[src/inc/pac_pkg.sv]
// constants, encodings and the repeater function map of the array cell
// assumes one system clock; all configuration fields are static levels
package pac_pkg;

    localparam int NEIGH        = 4;     // north, south, east, west
    localparam int LOCAL_BUSES  = 4;     // vertical first, horizontal first, second pair
    localparam int SECTOR_CELLS = 8;     // cells between repeaters

    // operand selector: codes 0..3 pick a neighbour, this code picks constant one
    localparam logic [2:0] OPER_CONST_ONE = 3'h4;

    // three-input selector feeding the left upstream gate
    localparam logic [1:0] TAP_ONE  = 2'h0;
    localparam logic [1:0] TAP_VERT = 2'h1;
    localparam logic [1:0] TAP_HORZ = 2'h2;

    // shared function state of both output selectors
    localparam logic [1:0] FUNC_PASS     = 2'h0;
    localparam logic [1:0] FUNC_SWAP     = 2'h1;
    localparam logic [1:0] FUNC_XOR_NAND = 2'h2;
    localparam logic [1:0] FUNC_REG_AND  = 2'h3;

    // bus driver control selector
    localparam logic DRV_ACTIVE  = 1'h0;
    localparam logic DRV_DYNAMIC = 1'h1;

    // column clock and column reset source selectors
    localparam logic [1:0] SRC_GLOBAL  = 2'h0;
    localparam logic [1:0] SRC_EXPRESS = 2'h1;
    localparam logic [1:0] SRC_EDGE    = 2'h2;   // head cell (clock) or foot cell (reset)
    localparam logic [1:0] SRC_ONE     = 2'h3;

    // reset values
    localparam logic DFF_RESET = 1'h0;
    localparam logic OUT_RESET = 1'h0;

    // repeater: function code width, count and per-destination source codes
    localparam int         REP_FUNC_W  = 5;
    localparam logic [4:0] REP_FUNCS   = 5'h15;
    localparam logic [1:0] REP_NONE    = 2'h0;
    localparam logic [1:0] REP_LOCAL   = 2'h1;
    localparam logic [1:0] REP_EXPRESS = 2'h2;

    // per function: [7:6] side b local, [5:4] side b express,
    // [3:2] side a local, [1:0] side a express; source is always the far side
    localparam logic [20:0][7:0] REP_FUNC_MAP = {
        8'h81, 8'h18, 8'h24, 8'h42, 8'h09, 8'h90, 8'h06,
        8'h60, 8'h0A, 8'hA0, 8'h05, 8'h50, 8'h02, 8'h01,
        8'h08, 8'h04, 8'h20, 8'h10, 8'h80, 8'h40, 8'h00
    };

endpackage : pac_pkg

[src/bus_repeater.sv]
// one repeater between two segments of a local/express bus pair
// assumes the far-side segment activity flags are synchronous levels
module bus_repeater
    import pac_pkg::*;
#(
    parameter logic HAS_BIDIR = 1'h0
) (
    input  wire logic                  ref_clk_in,
    input  wire logic                  nrst_in,
    input  wire logic [REP_FUNC_W-1:0] func_in,
    input  wire logic                  bidir_en_in,
    input  wire logic                  a_local_in,
    input  wire logic                  a_exp_in,
    input  wire logic                  b_local_in,
    input  wire logic                  b_exp_in,
    input  wire logic                  a_local_active_in,
    input  wire logic                  b_local_active_in,
    output logic      [3:0]            drive_val_out,   // [3] b local .. [0] a express
    output logic      [3:0]            drive_oe_out
);

    typedef struct packed {
        logic [3:0] val;
        logic [3:0] oe;
    } rep_state_t;

    rep_state_t q;
    rep_state_t next_q;
    logic [7:0] map;

    assign map = (func_in < REP_FUNCS) ? REP_FUNC_MAP[func_in] : 8'h00;

    // each destination regenerates one far-side source, one way only
    always_comb begin
        logic [1:0] code;
        logic       src_local;
        logic       src_exp;
        code      = REP_NONE;
        src_local = 1'h0;
        src_exp   = 1'h0;
        next_q    = q;
        for (int d = 0; d < 4; d++) begin
            code      = map[2*d +: 2];
            src_local = (d >= 2) ? a_local_in : b_local_in;
            src_exp   = (d >= 2) ? a_exp_in : b_exp_in;
            next_q.oe[d]  = (code != REP_NONE);
            next_q.val[d] = (code == REP_LOCAL) ? src_local :
                            (code == REP_EXPRESS) ? src_exp : 1'h0;
        end
        if (HAS_BIDIR && bidir_en_in) begin
            if (a_local_active_in && !b_local_active_in) begin
                next_q.oe[3]  = 1'h1;
                next_q.val[3] = a_local_in;
            end else if (b_local_active_in && !a_local_active_in) begin
                next_q.oe[1]  = 1'h1;
                next_q.val[1] = b_local_in;
            end
        end
        if (!nrst_in) begin
            next_q = '0;
        end
    end

    // state register
    always_ff @(posedge ref_clk_in) begin
        q <= next_q;
    end

    assign drive_val_out = q.val;
    assign drive_oe_out  = q.oe;
endmodule : bus_repeater

[src/programmable_array_cell.sv]
// array logic cell with its bus repeaters and column clock/reset selection
// assumes all inputs synchronous to ref_clk_in; the bench resolves bus wires
// from the value and enable outputs

module programmable_array_cell
    import pac_pkg::*;
#(
    parameter int COL_POS = SECTOR_CELLS - 1,
    parameter int ROW_POS = SECTOR_CELLS - 1
) (
    input  wire logic                       ref_clk_in,
    input  wire logic                       nrst_in,
    input  wire logic [NEIGH-1:0]           first_class_in,
    input  wire logic [NEIGH-1:0]           second_class_in,
    input  wire logic [2:0]                 first_sel_in,
    input  wire logic [2:0]                 second_sel_in,
    input  wire logic [1:0]                 tap_sel_in,
    input  wire logic [1:0]                 func_state_in,
    input  wire logic [LOCAL_BUSES-1:0]     bus_in,
    input  wire logic [LOCAL_BUSES-1:0]     bus_read_en_in,
    input  wire logic [LOCAL_BUSES-1:0]     bus_write_en_in,
    input  wire logic [LOCAL_BUSES-1:0]     driver_pass_en_in,
    input  wire logic                       drive_mode_in,
    input  wire logic [1:0]                 turn_en_in,
    input  wire logic [1:0]                 turn_dir_in,
    input  wire logic [1:0]                 clk_src_sel_in,
    input  wire logic                       global_clock_level_in,
    input  wire logic                       express_clock_in,
    input  wire logic                       head_first_in,
    input  wire logic [1:0]                 rst_src_sel_in,
    input  wire logic                       global_reset_n_in,
    input  wire logic                       express_reset_n_in,
    input  wire logic                       foot_first_n_in,
    input  wire logic [LOCAL_BUSES-1:0][4:0] rep_func_in,
    input  wire logic [LOCAL_BUSES-1:0]     rep_bidir_en_in,
    input  wire logic [LOCAL_BUSES-1:0]     exp_a_in,
    input  wire logic [LOCAL_BUSES-1:0]     exp_b_in,
    input  wire logic [LOCAL_BUSES-1:0]     seg_b_in,
    input  wire logic [LOCAL_BUSES-1:0]     seg_b_active_in,
    output logic      [NEIGH-1:0]           first_class_out,
    output logic      [NEIGH-1:0]           second_class_out,
    output logic      [LOCAL_BUSES-1:0]     bus_out,
    output logic      [LOCAL_BUSES-1:0]     bus_oe_out,
    output logic      [LOCAL_BUSES-1:0]     bus_fault_out,
    output logic                            reg_state_out,
    output logic                            corner_west_first_input_out,
    output logic                            corner_north_first_input_out,
    output logic      [LOCAL_BUSES-1:0]     rep_local_out,
    output logic      [LOCAL_BUSES-1:0]     rep_local_oe_out,
    output logic      [LOCAL_BUSES-1:0]     seg_b_out,
    output logic      [LOCAL_BUSES-1:0]     seg_b_oe_out,
    output logic      [LOCAL_BUSES-1:0]     exp_a_out,
    output logic      [LOCAL_BUSES-1:0]     exp_a_oe_out,
    output logic      [LOCAL_BUSES-1:0]     exp_b_out,
    output logic      [LOCAL_BUSES-1:0]     exp_b_oe_out
);

    typedef struct packed {
        logic                   first_out;
        logic                   second_out;
        logic                   dff;
        logic                   src_prev;
        logic                   corner;
        logic [LOCAL_BUSES-1:0] bus_val;
        logic [LOCAL_BUSES-1:0] bus_oe;
        logic [LOCAL_BUSES-1:0] bus_fault;
    } cell_state_t;

    cell_state_t            q;
    cell_state_t            next_q;
    logic                   first_op;
    logic                   second_op;
    logic                   cell_vertical_bus_tap;
    logic                   horz_tap;
    logic                   tap;
    logic                   left_and;
    logic                   right_and;
    logic                   xor_v;
    logic                   a_next;
    logic                   b_next;
    logic                   drv_enable;
    logic                   src_level;
    logic                   col_tick;
    logic                   col_rst;
    logic [LOCAL_BUSES-1:0] rd;
    logic [LOCAL_BUSES-1:0] wr;
    logic [LOCAL_BUSES-1:0] tn;
    logic [LOCAL_BUSES-1:0] fault;
    logic [LOCAL_BUSES-1:0] rd_ok;
    logic [LOCAL_BUSES-1:0] turn_dest;
    logic [LOCAL_BUSES-1:0] drv_val;
    logic [LOCAL_BUSES-1:0] drv_oe;

    assign first_op  = (first_sel_in < OPER_CONST_ONE) ? first_class_in[first_sel_in[1:0]] : 1'h1;
    assign second_op = (second_sel_in < OPER_CONST_ONE) ? second_class_in[second_sel_in[1:0]]
                                                        : 1'h1;

    // per-bus operation decode
    assign rd = bus_read_en_in;
    // both pass gates for a write
    assign wr = bus_write_en_in & driver_pass_en_in;
    assign tn = {turn_en_in[1], turn_en_in[1], turn_en_in[0], turn_en_in[0]};
    assign fault = (rd & wr) | (rd & tn) | (wr & tn);
    assign rd_ok = rd & ~fault;

    // read taps through pass gates and tap selector
    assign cell_vertical_bus_tap = (rd_ok[0] & bus_in[0]) | (rd_ok[2] & bus_in[2]);
    assign horz_tap              = (rd_ok[1] & bus_in[1]) | (rd_ok[3] & bus_in[3]);
    assign tap = (tap_sel_in == TAP_VERT) ? cell_vertical_bus_tap :
                 (tap_sel_in == TAP_HORZ) ? horz_tap : 1'h1;

    // upstream gates
    assign left_and  = first_op & tap;
    assign right_and = second_op;
    assign xor_v     = left_and ^ right_and;

    assign drv_enable = (drive_mode_in == DRV_ACTIVE) | second_op;

    // per-bus write and turn drive
    generate
        for (genvar i = 0; i < LOCAL_BUSES; i++) begin : g_bus
            localparam int  PARTNER = i ^ 1;
            localparam logic IS_H   = (i % 2 == 1);
            // turn between paired buses
            // direction 0 lands on the horizontal bus, direction 1 on the vertical one
            assign turn_dest[i] = tn[i] & (turn_dir_in[i/2] ^ IS_H);
            assign drv_oe[i]    = ~fault[i] & ((wr[i] & drv_enable) | turn_dest[i]);
            assign drv_val[i]   = turn_dest[i] ? bus_in[PARTNER] : a_next;
        end
    endgenerate

    assign src_level = (clk_src_sel_in == SRC_EXPRESS) ? express_clock_in :
                       (clk_src_sel_in == SRC_EDGE) ? head_first_in : 1'h0;
    assign col_tick = (clk_src_sel_in == SRC_GLOBAL) ? 1'h1 :
                      (clk_src_sel_in == SRC_ONE) ? 1'h0 : (src_level & ~q.src_prev);
    assign col_rst = (rst_src_sel_in == SRC_GLOBAL) ? ~global_reset_n_in :
                     (rst_src_sel_in == SRC_EXPRESS) ? ~express_reset_n_in :
                     (rst_src_sel_in == SRC_EDGE) ? ~foot_first_n_in : 1'h0;

    // next state of the cell
    always_comb begin
        next_q          = q;
        next_q.src_prev = src_level;
        // flop driven by column tick and reset
        if (col_rst) begin
            next_q.dff = DFF_RESET;
        end else if (col_tick) begin
            next_q.dff = xor_v;
        end
        // one shared state for both selectors
        case (func_state_in)
            FUNC_PASS: begin
                a_next = left_and;
                b_next = right_and;
            end
            FUNC_SWAP: begin
                a_next = right_and;
                b_next = left_and;
            end
            FUNC_XOR_NAND: begin
                a_next = xor_v;
                b_next = ~(left_and & right_and);
            end
            FUNC_REG_AND: begin
                a_next = next_q.dff;
                b_next = left_and & right_and;
            end
            default: begin
                a_next = left_and;
                b_next = right_and;
            end
        endcase
        next_q.first_out  = a_next;
        next_q.second_out = b_next;
        next_q.bus_val    = drv_val;
        next_q.bus_oe     = drv_oe;
        next_q.bus_fault  = fault;
        next_q.corner     = global_clock_level_in;
        if (!nrst_in) begin
            next_q = '0;
            next_q.first_out  = OUT_RESET;
            next_q.second_out = OUT_RESET;
            next_q.dff        = DFF_RESET;
            // keep edge history so a source already high gives no false tick
            next_q.src_prev   = src_level;
        end
    end

    // state register
    always_ff @(posedge ref_clk_in) begin
        q <= next_q;
    end

    // outputs fan out to every neighbour
    generate
        for (genvar n = 0; n < NEIGH; n++) begin : g_neigh
            assign first_class_out[n]  = q.first_out;
            assign second_class_out[n] = q.second_out;
        end
    endgenerate

    assign bus_out                      = q.bus_val;
    assign bus_oe_out                   = q.bus_oe;
    assign bus_fault_out                = q.bus_fault;
    assign reg_state_out                = q.dff;
    assign corner_west_first_input_out  = q.corner;
    assign corner_north_first_input_out = q.corner;

    generate
        for (genvar r = 0; r < LOCAL_BUSES; r++) begin : g_rep
            localparam int POS = (r % 2 == 0) ? ROW_POS : COL_POS;
            if (POS % SECTOR_CELLS == SECTOR_CELLS - 1) begin : g_here
                logic [3:0] val;
                logic [3:0] oe;
                // bidirectional link on second buses only
                bus_repeater #(
                    .HAS_BIDIR (r >= 2)
                ) u_rep (
                    .ref_clk_in        (ref_clk_in),
                    .nrst_in           (nrst_in),
                    .func_in           (rep_func_in[r]),
                    .bidir_en_in       (rep_bidir_en_in[r]),
                    .a_local_in        (bus_in[r]),
                    .a_exp_in          (exp_a_in[r]),
                    .b_local_in        (seg_b_in[r]),
                    .b_exp_in          (exp_b_in[r]),
                    .a_local_active_in (q.bus_oe[r]),
                    .b_local_active_in (seg_b_active_in[r]),
                    .drive_val_out     (val),
                    .drive_oe_out      (oe)
                );
                assign seg_b_out[r]        = val[3];
                assign seg_b_oe_out[r]     = oe[3];
                assign exp_b_out[r]        = val[2];
                assign exp_b_oe_out[r]     = oe[2];
                assign rep_local_out[r]    = val[1];
                assign rep_local_oe_out[r] = oe[1];
                assign exp_a_out[r]        = val[0];
                assign exp_a_oe_out[r]     = oe[0];
            end else begin : g_none
                assign seg_b_out[r]        = 1'h0;
                assign seg_b_oe_out[r]     = 1'h0;
                assign exp_b_out[r]        = 1'h0;
                assign exp_b_oe_out[r]     = 1'h0;
                assign rep_local_out[r]    = 1'h0;
                assign rep_local_oe_out[r] = 1'h0;
                assign exp_a_out[r]        = 1'h0;
                assign exp_a_oe_out[r]     = 1'h0;
            end
        end
    endgenerate
endmodule : programmable_array_cell
[config.mk]
export PLATFORM = sky130hd
export DESIGN_NAME = programmable_array_cell
export DESIGN_NICKNAME = d
export VERILOG_FILES = /design/src/inc/pac_pkg.sv /design/src/bus_repeater.sv /design/src/programmable_array_cell.sv
export SDC_FILE = /design/constraint.sdc
export NUM_CORES = 1
export LEC_CHECK = 0
export BUFFER_PORTS_ARGS = -buffer_cell sky130_fd_sc_hd__buf_2
export CORE_ASPECT_RATIO = 1.25
export CORE_UTILIZATION = 50
export DETAILED_ROUTE_END_ITERATION = 7
export GPL_TIMING_DRIVEN = 0
export PLACE_DENSITY = 0.93
export SYNTH_ARGS = -nofsm -noshare
export SYNTH_HDL_FRONTEND = slang
export SYNTH_HIERARCHICAL = 1
export SYNTH_SLANG_ARGS = --single-unit
[constraint.sdc]
create_clock -name ref_clk_in -period 3.1 [get_ports ref_clk_in]
set_input_delay 0.31 -clock ref_clk_in [delete_from_list [all_inputs] [get_ports ref_clk_in]]
set_output_delay 0.31 -clock ref_clk_in [all_outputs]
set_load 0.05 [all_outputs]
==> metrics list <==
- After clock tree synthesis, the clock-pin slew on the worst setup and hold paths is 0.09 ns.
- The detail route stage leaves a number of antenna-violating nets equal to 0.
- # DRC: 0
- Share of the clock period used by the worst path after layout: 74.9%
- First-pass GRT wire length: 15300 µm
* Weighted congestion at the end of routability-driven global placement: 0.908
- Across every metal layer, demand over resource in global routing totals 24.3%.
- The worst setup path is of the primary input to flip-flop kind.
* Area of the mapped netlist: 3670 µm²
* Antenna violations before repair: 0
- Clk Latency, worst-skew pair: 0.29 ns
- EDFF count, synth: 0
- Register Area: 981 µm²
- Derived from the worst setup path, the maximum achievable clock frequency is 0.431 GHz.
* Startpoint type of the worst setup path: primary input
- Maximum level of the CTS H-tree: 2
- Sum of negative setup slack: 0 ns
- Clock tree synthesis found a total of 49 sinks.
- Clock root cell: clkbuf_8
- STA classifies the critical path endpoint as a flip-flop.
* Post-synth top flop: dfxtp_1
- For this run, the number of Yosys warnings is 6.
- Cts-stage hold buffer count: 0
* Pwr per Cell Area: 356 nW/µm²
* Worst slew pin tran: 0.462 ns
- Critical Path Source: turn_en_in[0]
- Post-CTS repair timing setup buffer count: 0
- Maximum ir drop on the vdd rail: 0.000246 V
* Area delta synth->final: 24.0%
- In the synthesized netlist the async set-or-reset flop fraction comes to 0%.
- The final route contains 3696 vias.
- The synthesized design contains 49 register bits.
- Leak pwr: 2.25 nW
- In this run, CTS created clock tree buffers numbering 5.
* R2R Path Start: q[13]
* Filler Cell Count: 580
- Launch instance of the worst min-delay path: bus_read_en_in[3]
* Tightest slew margin relative to the limit: 69.0%
- Met3 wire length: 658 µm
- Required time of the critical path: 3.26 ns
- Core ar.: 7020 µm²
- Vertical die dimension: 97.8 µm
* # port buffers: 139
- In the final layout, the share of cells above drive strength 1 is 36.4%.
- Max-cap violations: 0
* Mapped Avg Cell Area: 8.66 µm²
* Cells after synthesis: 424
* Maximum fanout count along the critical path: 9
* Largest net degree at the start of global routing: 22
- Final slew viol count: 0
* Overall power after layout: 1.62 mW
- HPWL after detailed placement: 7570 µm
* # setup viols final: 0
- Synthesis produced a netlist with a net count of 535.
- Shortest period the worst path allows: 2.32 ns
- Setup repair after global routing left no endpoint under its margin.
* Number of global-route vias before repair: 3498
* Sequential cell area fraction in the yosys report: 26.7%
* Residual overflow from global routing: 0
- Synth unique cells: 77
* Layout Nets: 681
* Count of instances resized after the clock tree is built: 0
* Violation count after the first detailed-route iteration: 94
- Starting density of the core: 52.3%
- Deepest clock path buffer count: 2
- The tightest min-delay check is of the primary input to flip-flop type.
- Area of the multi-input gates: 2340 µm²
- Number of vias per cell: 5.61
- Summed over all layers, the routed wires come to 9520 µm.
* Result of the run: completed
- Wire length per cell after detailed routing: 14.4 µm
- In the final routing, the length of wire on met1 measures 3780 µm.
- Number of antenna cells inserted: 0
- After detailed routing, no signal wire sits above met4.
- Total Die Area: 7690 µm²
* Count of boundary I/O pins: 146
* Sum of met2 wire segment lengths after detailed routing: 5010 µm
- TritonCTS clock tree: yes
- The floorplan step set the die width to 78.7 µm.
* Detailed Routing Iterations Pass 1: 4
* Endpoints failing hold: 0
- In this run the core area contains 34 standard-cell rows.
* Setup skew after layout: 0.00168 ns
- Critical path data arrival time: 2.48 ns
[final timing paths]
check / end / slack, ns / cells past startpoint
worst max-delay path: bus_out[1] / 0.78 / 10
worst min-delay path: bus_oe_out[3] / 0.20 / 2
worst max register to register: bus_out[1] / 1.45 / 6
worst min register to register: g_rep[3].g_here.u_rep/drive_val_out[3] / 0.68 / 3
[report_power, final]
| part | leakage, nW | total, mW | internal (mW) | switching, mW |
|---|---|---|---|---|
| combinational | 1.81 | 0.593 | 0.219 | 0.374 |
| clock | 0.0399 | 0.352 | 0.149 | 0.202 |
| sequential | 0.402 | 0.679 | 0.667 | 0.0123 |
[cells in the mapped netlist (8+ instances only)]
| cell | n | area share, % |
|---|---|---|
| a21oi_1 | 22 | 3.0 |
| and3b_1 | 8 | 1.9 |
| buf_4 | 23 | 4.7 |
| dfxtp_1 | 49 | 27 |
| ha_1 | 20 | 6.8 |
| inv_1 | 23 | 2.4 |
| nand2_1 | 36 | 3.7 |
| nand3_1 | 8 | 1.1 |
| nor2_1 | 18 | 1.8 |
| nor2b_1 | 16 | 2.7 |
| nor4bb_1 | 9 | 2.5 |
| o21ai_0 | 14 | 1.9 |
[state kept, by name, indices dropped and copies added (netlist names)]
name	cells
q	1
bus_oe_out	4
first_class_out	1
bus_fault_out	4
reg_state_out	1
g_rep.g_here.u_rep/drive_val_out	16
bus_out	4
g_rep.g_here.u_rep/drive_oe_out	16
second_class_out	1
corner_north_first_input_out	1
[metrics by stage]
stage / setup WS (ns) / hold WS, ns / std cells / util, % / area (µm²)
floorplan: 0.804 / 0.386 / 424 / - / 3670
global placement: 0.523 / 0.514 / 653 / 63.8 / 4480
detailed placement: 0.487 / 0.511 / 653 / 63.8 / 4480
CTS: 0.786 / 0.193 / 659 / 64.9 / 4550
global route: 0.627 / 0.194 / 659 / 64.9 / 4550
finish: 0.778 / 0.202 / 659 / 64.9 / 4550
[area by class of cell]
| type | instances | share of cell area, % |
|---|---|---|
| Multi-Input combinational cell | 313 | 51.4 |
| Sequential cell | 49 | 21.5 |
| Timing Repair Buffer | 139 | 15.3 |
| Buffer | 38 | 5.71 |
| Tap cell | 90 | 2.47 |
| Inverter | 24 | 1.98 |
| Clock buffer | 5 | 1.51 |
| Clock inverter | 1 | 0.110 |
[logic make-up (layout without fill, tap and decap cells)]
family,count (synthesis),count (layout),synth area share (%)
adder cells (fa/ha/maj),22,22,7.36
flip-flops,49,49,26.7
multiplexers,11,11,3.82
AND/OR/NAND/NOR,181,181,32.5
buffers and inverters,62,207,9.54
AO/OA/AOI/OAI,99,99,20.1
[layer usage]
| layer | up-vias | track usage, % |
|---|---|---|
| met5 | - | 0 |
| met4 | 0 | 7.69 |
| met3 | 8 | 4.67 |
| met2 | 141 | 46.4 |
| met1 | 1714 | 26.2 |
| li1 | 1833 | - |
[cell usage in the layout (no fill, tap or decap), drive strengths merged, types with 8 or more instances in the layout]
| cell type | Yosys | final |
|---|---|---|
| nand2 | 36 | 36 |
| nor2b | 17 | 17 |
| nor2 | 21 | 21 |
| clkbuf | 4 | 9 |
| buf | 34 | 173 |
| inv | 24 | 24 |
| nand3 | 8 | 8 |
| nor4bb | 10 | 10 |
| o21ai | 16 | 16 |
| a21oi | 22 | 22 |
| and3b | 8 | 8 |
| ha | 20 | 20 |
| nor3b | 9 | 9 |
| dfxtp | 49 | 49 |
[worst max-delay path, cell delays in order]
cell	delay [ns]
clkbuf_1	0.29
and4b_1	0.25
nor3_1	0.21
nand2b_1	0.16
nor2_1	0.05
ha_1	0.30
o21a_1	0.13
o21a_1	0.20
a2111oi_4	0.46
a21oi_1	0.12
(Power assumes the default switching activity.)
